$ cat config.mk
export PLATFORM = sky130hd
export DESIGN_NAME = wstt_ctrl
export DESIGN_NICKNAME = d
export VERILOG_FILES = /design/src/wstt_pkg.sv /design/src/wstt_ctrl.sv
export VERILOG_INCLUDE_DIRS = /design/src
export SDC_FILE = /design/constraint.sdc
export NUM_CORES = 1
export LEC_CHECK = 0
export BUFFER_PORTS_ARGS = -buffer_cell sky130_fd_sc_hd__buf_2
export CAP_MARGIN = 20
export CORE_MARGIN = 2
export CORE_UTILIZATION = 60
export DETAILED_ROUTE_END_ITERATION = 6
export GPL_TIMING_DRIVEN = 0
export PLACE_DENSITY = 0.9
export SLEW_MARGIN = 20
export SYNTH_ARGS = -nofsm -noshare
export SYNTH_HDL_FRONTEND = slang
export SYNTH_SLANG_ARGS = --single-unit
$ cat constraint.sdc
create_clock -name clk -period 28.6 [get_ports clk]
set_input_delay 2.86 -clock clk [delete_from_list [all_inputs] [get_ports clk]]
set_output_delay 2.86 -clock clk [all_outputs]
set_load 0.05 [all_outputs]
$ cat src/wstt_defines.svh
// Constants for the write strobe and training spacing controller.
// Assumes a 20 MHz system clock and a divided memory clock.
`ifndef WSTT_DEFINES_SVH
`define WSTT_DEFINES_SVH
// Register byte offsets
`define WSTT_CTRL_OFF 8'h00
`define WSTT_SKEW_OFF 8'h04
`define WSTT_CMD_OFF  8'h08
`define WSTT_STAT_OFF 8'h0C
// Control fields and reset
`define WSTT_C_MODE 0
`define WSTT_C_BL32 1
`define WSTT_C_ODT  2
`define WSTT_C_BAND 3
`define WSTT_C_SETB 6
`define WSTT_C_CKE  7
`define WSTT_CTRL_RST 8'h00
// Skew register nibbles and reset
`define WSTT_S_DQSCK 0
`define WSTT_S_DQSS  4
`define WSTT_S_RPST  8
`define WSTT_S_WPRE  12
`define WSTT_S_ODTL  16
`define WSTT_S_ODTON 20
`define WSTT_S_WTR   24
`define WSTT_S_TA    28
`define WSTT_SKEW_RST 32'h1412_2012
// Status fields
`define WSTT_ST_BUSY 0
`define WSTT_ST_REF  1
`define WSTT_ST_TRN  2
`define WSTT_ST_DQT  3
`define WSTT_ST_DQC  4
`define WSTT_ST_EXM  5
// Bus answers
`define WSTT_RESP_OK  2'h0
`define WSTT_RESP_ERR 2'h2
// Timing
`define WSTT_CLK_PS   50000
`define WSTT_T75_PS   7500
`define WSTT_T75_MIN  8
`define WSTT_BL2_16   10'h008
`define WSTT_BL2_32   10'h010
`define WSTT_BL32_ADD 10'h008
`define WSTT_SAT      8'hFF
// Band rows: RL, WL, nWR, nRTP, strobe on max, strobe off min
`define WSTT_F_RL  40
`define WSTT_F_WL  32
`define WSTT_F_NWR 24
`define WSTT_F_RTP 16
`define WSTT_F_ON  8
`define WSTT_F_OFF 0
`define WSTT_A0 48'h0604_0608_000F
`define WSTT_A1 48'h0A06_0A08_0012
`define WSTT_A2 48'h0E08_1008_0015
`define WSTT_A3 48'h140A_1408_0418
`define WSTT_A4 48'h180C_180A_041B
`define WSTT_A5 48'h1C0E_1E0C_061E
`define WSTT_A6 48'h2010_220E_0621
`define WSTT_A7 48'h2412_2810_0824
`define WSTT_B0 48'h0604_0608_000F
`define WSTT_B1 48'h0C08_0A08_0014
`define WSTT_B2 48'h100C_1008_0619
`define WSTT_B3 48'h1612_1408_0C20
`define WSTT_B4 48'h1C16_180A_0E25
`define WSTT_B5 48'h201A_1E0C_122A
`define WSTT_B6 48'h241E_220E_142F
`define WSTT_B7 48'h2822_2810_1834
`endif

$ cat src/wstt_pkg.sv
// Types for the write strobe and training spacing controller.
// Assumes the defines header is compiled alongside.
package wstt_pkg;
    typedef enum logic [1:0] {
        ST_IDLE = 2'b01,
        ST_WAIT = 2'b10
    } wstt_state_t;
    typedef enum logic [3:0] {
        CMD_NOP   = 4'h0,
        CMD_WR    = 4'h1,
        CMD_MWR   = 4'h2,
        CMD_RD    = 4'h3,
        CMD_RDA   = 4'h4,
        CMD_MRRD  = 4'h5,
        CMD_MRWR  = 4'h6,
        CMD_WFIFO = 4'h7,
        CMD_RFIFO = 4'h8,
        CMD_RCAL  = 4'h9
    } wstt_cmd_t;
endpackage

$ cat src/wstt_ctrl.sv
// Host controller: spaces writes, reads and training commands and
// drives the write strobe pair. Assumes an AXI4-Lite master and a
// memory device on the pins; the memory clock is made here.
//
// The implementer's own choices: the AXI4-Lite slave port and the register offsets.
`timescale 1ns/1ns
`include "wstt_defines.svh"
//Contract
//- BL16: wtr plus nRTP covers nWR
//- BL32: wtr plus nRTP plus 8 covers nWR
//- Strobe pair always clearly differential when driven
//- Two strobe modes: read based, window
//- Strobe logic never changes command spacing
//- Write to write FIFO gap enforced
//- Read to training gap enforced
//- Only mode writes and FIFO commands inside FIFO training
//- Read FIFO to write FIFO, no termination
//- Read FIFO to write FIFO, termination on
//- Write starts toggling from held level
//- Hold complement high after postamble
//- Strobes free while CKE low
//- Release strobe while device drives it
//- Window mode: drive from on to off
//- Skip window over read, bursts count
//- Strobe on delay from band table
//- Strobe off delay from band table
//- Exemption period after read to write
module wstt_ctrl #(
    parameter int CK_DIV = 4,
    parameter int AW     = 5
) (
    input  wire logic          clk,
    input  wire logic          rst_n,
    input  wire logic [AW-1:0] s_axi_awaddr,
    input  wire logic          s_axi_awvalid,
    output logic               s_axi_awready,
    input  wire logic [31:0]   s_axi_wdata,
    input  wire logic [3:0]    s_axi_wstrb,
    input  wire logic          s_axi_wvalid,
    output logic               s_axi_wready,
    output logic [1:0]         s_axi_bresp,
    output logic               s_axi_bvalid,
    input  wire logic          s_axi_bready,
    input  wire logic [AW-1:0] s_axi_araddr,
    input  wire logic          s_axi_arvalid,
    output logic               s_axi_arready,
    output logic [31:0]        s_axi_rdata,
    output logic [1:0]         s_axi_rresp,
    output logic               s_axi_rvalid,
    input  wire logic          s_axi_rready,
    output logic               mem_ck,
    output logic               mem_cke,
    output logic [3:0]         mem_cmd,
    output logic               mem_cmd_vld,
    output logic               dqs_t_lvl,
    output logic               dqs_c_lvl,
    output logic               dqs_oe,
    input  wire logic          dqs_t_sense,
    input  wire logic          dqs_c_sense
);
    // Memory clock period and the 7.5 ns floor in whole cycles, at least 8
    localparam int TCK_PS = CK_DIV * `WSTT_CLK_PS;
    localparam int N75 = (`WSTT_T75_PS + TCK_PS - 1) / TCK_PS;
    localparam int G75I = N75 > `WSTT_T75_MIN ? N75 : `WSTT_T75_MIN;
    localparam logic [9:0] G75 = 10'(G75I);
    localparam logic [47:0] TBL [16] = '{
        `WSTT_A0, `WSTT_A1, `WSTT_A2, `WSTT_A3,
        `WSTT_A4, `WSTT_A5, `WSTT_A6, `WSTT_A7,
        `WSTT_B0, `WSTT_B1, `WSTT_B2, `WSTT_B3,
        `WSTT_B4, `WSTT_B5, `WSTT_B6, `WSTT_B7};

    wstt_pkg::wstt_state_t st_reg, st_next;
    logic          awh_reg, awh_next, wh_reg, wh_next;
    logic [AW-1:0] awa_reg, awa_next;
    logic [31:0]   wd_reg, wd_next, rdat_reg, rdat_next;
    logic [3:0]    ws_reg, ws_next, cmd_reg, cmd_next;
    logic          bv_reg, bv_next, rv_reg, rv_next;
    logic [1:0]    br_reg, br_next, rr_reg, rr_next;
    logic [7:0]    ctrl_reg, ctrl_next;
    logic [31:0]   skew_reg, skew_next;
    logic          ref_reg, ref_next, wfo_reg, wfo_next;
    logic          rfo_reg, rfo_next;
    logic [9:0]    ex_reg, ex_next;
    logic [7:0]    div_reg, div_next;
    logic          ck_reg, ck_next, cv_reg, cv_next;
    logic [3:0]    co_reg, co_next;
    logic          dt_reg, dt_next, dc_reg, dc_next;
    logic          oe_reg, oe_next;
    logic [1:0]    sy1_reg, sy1_next, sy2_reg, sy2_next;
    logic [47:0]   row;
    logic [9:0]    rl, wl, nwr, nrtp, son, soff, bl2;
    logic [9:0]    dqsck, dqss, rpst, wpre, odtl, odton, wtr, ta;
    logic [9:0]    g_wtt, g_rtt, g_rtw, g_wrc, g_wrd, g_wrda, wtr_eff;
    logic [9:0]    need [5];
    logic [4:0]    q, ok_v;
    logic          mode, bl32, odt, tick, issue, ok, win, exm;
    logic          any_burst, any_drv, any_own;
    wire  [4:0]    seen, burst, drv, own;
    wire  [7:0]    el [5];

    // Saturating subtract for cycle arithmetic
    function automatic logic [9:0] sub0(input logic [9:0] a,
                                        input logic [9:0] b);
        sub0 = (a > b) ? a - b : 10'h000;
    endfunction

    // One-hot class: write, read, write FIFO, read FIFO, read calib
    function automatic logic [4:0] cls_of(input logic [3:0] c);
        case (c)
            wstt_pkg::CMD_WR, wstt_pkg::CMD_MWR: cls_of = 5'h01;
            wstt_pkg::CMD_RD, wstt_pkg::CMD_RDA,
            wstt_pkg::CMD_MRRD: cls_of = 5'h02;
            wstt_pkg::CMD_WFIFO: cls_of = 5'h04;
            wstt_pkg::CMD_RFIFO: cls_of = 5'h08;
            wstt_pkg::CMD_RCAL: cls_of = 5'h10;
            default: cls_of = 5'h00;
        endcase
    endfunction

    // Forbidden orders and unknown codes
    function automatic logic bad(input logic [3:0] c, input logic wf,
                                 input logic rf);
        logic mrw, trn;
        mrw = (c == wstt_pkg::CMD_MRWR);
        trn = (c == wstt_pkg::CMD_WFIFO) || (c == wstt_pkg::CMD_RFIFO);
        bad = (cls_of(c) == 5'h00 && !mrw)
            || (wf && !(mrw || trn))
            || (!rf && c == wstt_pkg::CMD_RFIFO);
    endfunction

    // Field decode and band table lookup
    assign mode = ctrl_reg[`WSTT_C_MODE];
    assign bl32 = ctrl_reg[`WSTT_C_BL32];
    assign odt  = ctrl_reg[`WSTT_C_ODT];
    assign row  = TBL[{ctrl_reg[`WSTT_C_SETB],
                       ctrl_reg[`WSTT_C_BAND +: 3]}];
    assign rl   = {2'b00, row[`WSTT_F_RL +: 8]};
    assign wl   = {2'b00, row[`WSTT_F_WL +: 8]};
    assign nwr  = {2'b00, row[`WSTT_F_NWR +: 8]};
    assign nrtp = {2'b00, row[`WSTT_F_RTP +: 8]};
    // strobe on max delay per band
    assign son  = {2'b00, row[`WSTT_F_ON +: 8]};
    // strobe off min delay per band
    assign soff = {2'b00, row[`WSTT_F_OFF +: 8]};
    assign bl2  = bl32 ? `WSTT_BL2_32 : `WSTT_BL2_16;
    assign dqsck = {6'h00, skew_reg[`WSTT_S_DQSCK +: 4]};
    assign dqss  = {6'h00, skew_reg[`WSTT_S_DQSS +: 4]};
    assign rpst  = {6'h00, skew_reg[`WSTT_S_RPST +: 4]};
    assign wpre  = {6'h00, skew_reg[`WSTT_S_WPRE +: 4]};
    assign odtl  = {6'h00, skew_reg[`WSTT_S_ODTL +: 4]};
    assign odton = {6'h00, skew_reg[`WSTT_S_ODTON +: 4]};
    assign wtr   = {6'h00, skew_reg[`WSTT_S_WTR +: 4]};
    assign ta    = {6'h00, skew_reg[`WSTT_S_TA +: 4]};

    // Spacing figures in memory clock cycles
    // write to training gap
    assign g_wtt = wl + bl2 + dqss + G75;
    assign g_rtt = rl + dqsck + bl2 + rpst + G75;
    assign g_rtw = odt ? sub0(rl + dqsck + bl2 + rpst + 10'h001,
                              odtl + odton)
                       : sub0(rl + dqsck + bl2 + wpre + rpst, wl);
    assign g_wrc = wl + dqss + bl2 + wtr;
    assign g_wrd = wl + bl2 + wtr + 10'h001;
    // stretch so recovery ends before precharge
    assign wtr_eff = (wtr > sub0(sub0(nwr, nrtp),
                                 bl32 ? `WSTT_BL32_ADD : 10'h000))
                   ? wtr
                   : sub0(sub0(nwr, nrtp),
                          bl32 ? `WSTT_BL32_ADD : 10'h000);
    assign g_wrda = wl + bl2 + wtr_eff + 10'h001;

    // Gap needed after each earlier class for the pending command
    // every class counted before issue
    always_comb
    begin
        q = cls_of(cmd_reg);
        need[0] = q[2] ? g_wtt : q[4] ? g_wrc : q[1]
                ? ((cmd_reg == wstt_pkg::CMD_RDA) ? g_wrda : g_wrd)
                : 10'h000;
        need[1] = (q[2] || q[4]) ? g_rtt : q[0] ? g_rtw : 10'h000;
        need[2] = q[2] ? bl2 : q[3] ? g_wrc : 10'h000;
        need[3] = (q[0] || q[1] || q[4]) ? g_rtt : q[2] ? g_rtw
                : q[3] ? bl2 : 10'h000;
        need[4] = (q[0] || q[1] || q[2]) ? g_rtt : q[4] ? bl2
                : 10'h000;
        for (int i = 0; i < 5; i++)
            ok_v[i] = !seen[i] || ({2'b00, el[i]} >= need[i]);
    end
    assign tick  = (div_reg == 8'(CK_DIV - 1));
    assign ok    = &ok_v;
    // issue depends on state, tick and spacing, never on strobes
    assign issue = (st_reg == wstt_pkg::ST_WAIT) && tick && ok;

    // Per-class elapsed counters and strobe regions
    for (genvar i = 0; i < 5; i++)
    begin : g_cls
        localparam bit IS_W = (i == 0) || (i == 2);
        logic [7:0] e_reg, e_next;
        logic       s_reg, s_next;
        logic [9:0] w;
        always_comb
        begin
            e_next = e_reg;
            s_next = s_reg;
            if (tick && issue && q[i])
            begin
                e_next = 8'h01;
                s_next = 1'b1;
            end
            else if (tick && e_reg != `WSTT_SAT)
                e_next = e_reg + 8'h01;
        end
        always_ff @(posedge clk)
        begin
            if (!rst_n)
            begin
                e_reg <= `WSTT_SAT;
                s_reg <= 1'b0;
            end
            else
            begin
                e_reg <= e_next;
                s_reg <= s_next;
            end
        end
        assign w = {2'b00, e_reg};
        assign el[i] = e_reg;
        assign seen[i] = s_reg;
        assign burst[i] = IS_W && s_reg && w >= wl && w < wl + bl2;
        assign drv[i] = IS_W && s_reg && w + wpre >= wl
                        && w <= wl + bl2;
        // device owns the strobe over read data
        assign own[i] = !IS_W && s_reg && w >= rl
                        && w < rl + dqsck + bl2 + rpst;
    end

    // Window and exemption state of the last write
    always_comb
    begin
        any_burst = |burst;
        any_drv   = |drv;
        any_own   = |own;
        exm = seen[0] && {2'b00, el[0]} < ex_reg;
        // drive from strobe on until strobe off
        win = seen[0] && {2'b00, el[0]} >= son
              && {2'b00, el[0]} < soff && !exm;
    end

    // Bus slave, control registers and command sequencer
    always_comb
    begin
        st_next = st_reg;     cmd_next = cmd_reg;
        awh_next = awh_reg;   wh_next = wh_reg;
        awa_next = awa_reg;   wd_next = wd_reg;
        ws_next = ws_reg;     bv_next = bv_reg;
        br_next = br_reg;     rv_next = rv_reg;
        rdat_next = rdat_reg; rr_next = rr_reg;
        ctrl_next = ctrl_reg; skew_next = skew_reg;
        ref_next = ref_reg;   wfo_next = wfo_reg;
        rfo_next = rfo_reg;   ex_next = ex_reg;
        if (s_axi_awvalid && s_axi_awready)
        begin
            awh_next = 1'b1;
            awa_next = s_axi_awaddr;
        end
        if (s_axi_wvalid && s_axi_wready)
        begin
            wh_next = 1'b1;
            wd_next = s_axi_wdata;
            ws_next = s_axi_wstrb;
        end
        if (bv_reg && s_axi_bready)
            bv_next = 1'b0;
        if (awh_reg && wh_reg)
        begin
            awh_next = 1'b0;
            wh_next  = 1'b0;
            bv_next  = 1'b1;
            br_next  = `WSTT_RESP_OK;
            if (awa_reg == AW'(`WSTT_CTRL_OFF))
            begin
                if (ws_reg[0])
                    ctrl_next = wd_reg[7:0];
            end
            else if (awa_reg == AW'(`WSTT_SKEW_OFF))
            begin
                for (int b = 0; b < 4; b++)
                    if (ws_reg[b])
                        skew_next[8*b +: 8] = wd_reg[8*b +: 8];
            end
            else if (awa_reg == AW'(`WSTT_STAT_OFF))
            begin
                if (ws_reg[0] && wd_reg[`WSTT_ST_REF])
                    ref_next = 1'b0;
            end
            else if (awa_reg == AW'(`WSTT_CMD_OFF))
            begin
                if (ws_reg[0] && (st_reg != wstt_pkg::ST_IDLE
                    || bad(wd_reg[3:0], wfo_reg, rfo_reg)))
                    ref_next = 1'b1;
                else if (ws_reg[0])
                begin
                    cmd_next = wd_reg[3:0];
                    st_next  = wstt_pkg::ST_WAIT;
                end
            end
            else
                br_next = `WSTT_RESP_ERR;
        end
        if (rv_reg && s_axi_rready)
            rv_next = 1'b0;
        if (s_axi_arvalid && s_axi_arready)
        begin
            rv_next = 1'b1;
            rr_next = `WSTT_RESP_OK;
            rdat_next = 32'h0000_0000;
            if (s_axi_araddr == AW'(`WSTT_CTRL_OFF))
                rdat_next[7:0] = ctrl_reg;
            else if (s_axi_araddr == AW'(`WSTT_SKEW_OFF))
                rdat_next = skew_reg;
            else if (s_axi_araddr == AW'(`WSTT_CMD_OFF))
                rdat_next[3:0] = cmd_reg;
            else if (s_axi_araddr == AW'(`WSTT_STAT_OFF))
                rdat_next[5:0] = {exm, sy2_reg, wfo_reg, ref_reg,
                                  st_reg == wstt_pkg::ST_WAIT};
            else
                rr_next = `WSTT_RESP_ERR;
        end
        if (issue)
        begin
            st_next = wstt_pkg::ST_IDLE;
            if (q[2])
            begin
                wfo_next = 1'b1;
                rfo_next = 1'b1;
            end
            if (q[3])
                wfo_next = 1'b0;
            if (q[0] || q[1] || q[4])
                rfo_next = 1'b0;
            // exemption after a read to write turn
            if (q[0])
                ex_next = !seen[1] ? 10'h000 : odt ? ta
                        : sub0(wl + ta, son + wpre
                               + sub0({2'b00, el[1]}, g_rtw));
        end
    end
    assign s_axi_awready = !awh_reg && !bv_reg;
    assign s_axi_wready  = !wh_reg && !bv_reg;
    assign s_axi_arready = !rv_reg;

    // Memory clock divider, command pins, strobe drive, synchroniser
    always_comb
    begin
        div_next = tick ? 8'h00 : div_reg + 8'h01;
        ck_next  = div_next < 8'(CK_DIV / 2);
        co_next  = issue ? cmd_reg : co_reg;
        cv_next  = issue ? 1'b1 : (tick ? 1'b0 : cv_reg);
        sy1_next = {dqs_c_sense, dqs_t_sense};
        sy2_next = sy1_reg;
        // toggle in burst, otherwise complement held high
        dt_next  = any_burst ? ck_next : 1'b0;
        dc_next  = any_burst ? !ck_next : 1'b1;
        if (!mode)
            oe_next = !any_own;
        else
            oe_next = !any_own && (any_drv || win);
        oe_next = oe_next && ctrl_reg[`WSTT_C_CKE];
    end

    // Register all state except the per-class counters
    always_ff @(posedge clk)
    begin
        if (!rst_n)
        begin
            st_reg <= wstt_pkg::ST_IDLE; cmd_reg <= 4'h0;
            awh_reg <= 1'b0;  wh_reg <= 1'b0;
            awa_reg <= '0;    wd_reg <= 32'h0000_0000;
            ws_reg <= 4'h0;   bv_reg <= 1'b0;
            br_reg <= 2'h0;   rv_reg <= 1'b0;
            rdat_reg <= 32'h0000_0000; rr_reg <= 2'h0;
            ctrl_reg <= `WSTT_CTRL_RST; skew_reg <= `WSTT_SKEW_RST;
            ref_reg <= 1'b0;  wfo_reg <= 1'b0;
            rfo_reg <= 1'b0;  ex_reg <= 10'h000;
            div_reg <= 8'h00; ck_reg <= 1'b0;
            cv_reg <= 1'b0;   co_reg <= 4'h0;
            dt_reg <= 1'b0;   dc_reg <= 1'b0;
            oe_reg <= 1'b0;   sy1_reg <= 2'h0;
            sy2_reg <= 2'h0;
        end
        else
        begin
            st_reg <= st_next;   cmd_reg <= cmd_next;
            awh_reg <= awh_next; wh_reg <= wh_next;
            awa_reg <= awa_next; wd_reg <= wd_next;
            ws_reg <= ws_next;   bv_reg <= bv_next;
            br_reg <= br_next;   rv_reg <= rv_next;
            rdat_reg <= rdat_next; rr_reg <= rr_next;
            ctrl_reg <= ctrl_next; skew_reg <= skew_next;
            ref_reg <= ref_next; wfo_reg <= wfo_next;
            rfo_reg <= rfo_next; ex_reg <= ex_next;
            div_reg <= div_next; ck_reg <= ck_next;
            cv_reg <= cv_next;   co_reg <= co_next;
            dt_reg <= dt_next;   dc_reg <= dc_next;
            oe_reg <= oe_next;   sy1_reg <= sy1_next;
            sy2_reg <= sy2_next;
        end
    end
    assign s_axi_bvalid = bv_reg;
    assign s_axi_bresp  = br_reg;
    assign s_axi_rvalid = rv_reg;
    assign s_axi_rdata  = rdat_reg;
    assign s_axi_rresp  = rr_reg;
    assign mem_ck      = ck_reg;
    assign mem_cke     = ctrl_reg[`WSTT_C_CKE];
    assign mem_cmd     = co_reg;
    assign mem_cmd_vld = cv_reg;
    assign dqs_t_lvl   = dt_reg;
    assign dqs_c_lvl   = dc_reg;
    assign dqs_oe      = oe_reg;
endmodule

==> impl_metrics.tcl <==
set metrics [dict create \
    dr.pass1.iters 6 \
    vias 16950 \
    ant_nets 0 \
    vias_per_cell 6.468 \
    initial_core_util_pct 61.20 \
    drv_cap 0 \
    gp_routability_congestion 1.009 \
    synth-edff-count 0 \
    drive_gt1_share_pct 8.296 \
    die_x_um 172.8 \
    ir_drop_mv 0.04733 \
    ys_seq_elements 214 \
    antenna_found_initial 2 \
    rows 61 \
    largest_reg_flops 40 \
    ys_warn_count 0 \
    cts_hold_buffers 0 \
    drc 0 \
    power.total_uw 680.4 \
    slew_headroom_pct 24.16 \
    hpwlAfterDp_um 42380 \
    fillers 2223 \
    clock_sinks 214 \
    holdWs_ns 0.4606 \
    synth.top_cell.area_share_pct 25.06 \
    period_share_pct 45.52 \
    max_freq_ghz 0.07681 \
    rsz0062_at_grt "false" \
    first_global_vias 16300 \
    ys.flop_type "dfxtp_1" \
    setup_viol 0 \
    hold_viol 0 \
    num_antenna_cells 0 \
    area_growth_pct 10.67 \
    drt-initial-drc-count 1768 \
    dieArea_um2 29860 \
    ys_seq_area_share_pct 25.06 \
    cp-end-kind "flop" \
    synth_area_leaders "dfxtp_1 25%, ha_1 18%, a21oi_1 4.9%, nand2_1 4.7%, fa_1 3.5%" \
    status "finished, final reports clean" \
    cp_max_fo 9 \
    routed_wl_um 54940 \
    syn_inst 2094 \
    cts_tree "done" \
    grt_overflow 0 \
    cp_slowest_cell "a31oi_2" \
    path_class "flop to flop" \
    grt_max_degree 15 \
    busiest_layer "met2" \
    start_kind "flop" \
    fin_tns_setup_ns 0 \
    wl_per_cell_um 20.97 \
    pin_count 106 \
    clock_skew_ns 0.03864 \
    nets 2549 \
    clock_tree.buffer_depth 3 \
    synth_area_um2 17100 \
    dpl-instance-area_um2 18100 \
    fin_crit_ns 13.02 \
    cts_root_buf "clkbuf_16" \
    layout_commonest_cell "ha_1" \
    async_reset_ff_share_pct 0 \
    avgSynthCellArea_um2 8.164 \
    grt_use_met2_pct 56.98 \
    worstSkewPairLatency_ns 0.56 \
    grtUsageMet1_pct 45.01 \
    postCtsSetupRepairBufs 0 \
    powerDensity_nw_per_um2 35.96 \
    core-area_um2 27930 \
    htreeDepth 1 \
    grt_usage_pct 35.36 \
    cts_inserted_buffers 24 \
    worst_ep_required_time_ns 29.06 \
    tightest_slew_ns 1.133 \
    yosysUniqueCellTypes 90 \
    post_cts_resized 0 \
    mostFrequentLayoutCells "240 x ha_1, 215 x nand2_1, 214 x dfxtp_1" \
    die_h_um 172.8 \
    path_clk_slew_ns 0.07 \
    hold_path.class "flop to flop" \
    yosysTopAreaCell "dfxtp_1" \
    grt_pass1_wl_um 85560 \
    rrSetupSlack_ns 15.58 \
    leakage_uw 0.008069 \
    grt_util_met3_pct 6.816 \
    critical_path_arrival_ns 13.48 \
    slowest_delay_ns 0.74 \
    port_buffers 102 \
    fin_area_um2 18920 \
    drv_slew 0 \
]
==> worst max-delay path: cells and delay by family (launching register included) <==
kind | cells | cell delay (ns)
AO/OA/AOI/OAI | 16 | 4.45
XOR/XNOR | 1 | 0.12
adder cells (fa/ha/maj) | 12 | 4.29
buffers and inverters | 7 | 1.06
flip-flops | 1 | 0.42
multiplexers | 1 | 0.14
AND/OR/NAND/NOR | 10 | 2.46
==> power by group <==
part           internal [uW]  switching (uW)  total (uW)
combinational           18.0            38.8        56.8
clock                    180             134         315
sequential               304            4.69         309
total                    502             178         680
==> area by class of cell <==
cell class                      count  area, um^2  share of cell area, %
Sequential cell                   214        4284                  22.64
Buffer                             83       336.6                  1.779
Inverter                          143       536.8                  2.837
Clock inverter                      7       76.32                 0.4034
Timing Repair Buffer              103       521.8                  2.758
Tap cell                          378       473.0                  2.500
Clock buffer                       37       739.5                  3.908
Multi-Input combinational cell   1655       11950                  63.17
==> per-stage QoR <==
| stage | setup slack [ns] | util, % | instances |
|---|---|---|---|
| after floorplan | 18.10 | - | 2095 |
| after global placement | 15.92 | 64.73 | 2575 |
| after detailed placement | 16.02 | 64.81 | 2576 |
| after CTS | 15.90 | 67.73 | 2620 |
| after global routing | 14.68 | 67.73 | 2620 |
| final | 15.58 | 67.73 | 2620 |
==> kinds of logic (layout without fill, tap and decap cells) <==
kind of cell / Yosys count / in the layout / synth area share (%)
buf+inv: 226 / 373 / 5.109
compound gates: 539 / 539 / 20.71
fa+ha+maj: 270 / 270 / 21.08
mux: 50 / 50 / 3.015
simple gates: 699 / 699 / 20.01
flops: 214 / 214 / 25.06
other cells: 1 / 2 / 0.02194
xor+xnor: 95 / 95 / 4.992
==> worst paths after layout <==
path               startpoint          to  cells after the start
hold / removal     sy1_reg[1]  sy2_reg[1]                      1
setup / recovery  ctrl_reg[3]   ex_reg[4]                     47
setup reg to reg  ctrl_reg[3]   ex_reg[4]                     47
hold reg to reg    sy1_reg[1]  sy2_reg[1]                      1
==> layer usage <==
layer | vias up | part of all wire, %
met5 | - | 0.033
met4 | 2 | 6.0
met3 | 218 | 10
met2 | 942 | 44
met1 | 8033 | 40
li1 | 7751 | -
==> cell usage after synthesis, types with 7 or more instances <==
library cell / number
nor3_1: 46
nor3b_1: 7
and2_1: 19
xnor2_1: 62
inv_1: 140
dfxtp_1: 214
fa_1: 30
nor4_1: 12
buf_1: 7
a211oi_1: 27
nand2b_1: 43
mux2i_1: 47
o211ai_1: 8
a22oi_1: 53
nand4_1: 23
nor2b_1: 27
nand3_1: 81
a21boi_0: 8
a21oi_1: 168
a31oi_1: 13
nor2_1: 155
a21o_1: 51
xor2_1: 31
or3_1: 13
and3_1: 16
o21ai_0: 78
or2_2: 7
ha_1: 240
o21ai_1: 11
nand2_1: 215
o21a_1: 29
clkbuf_1: 70
Power figures use the tool's default switching activity.
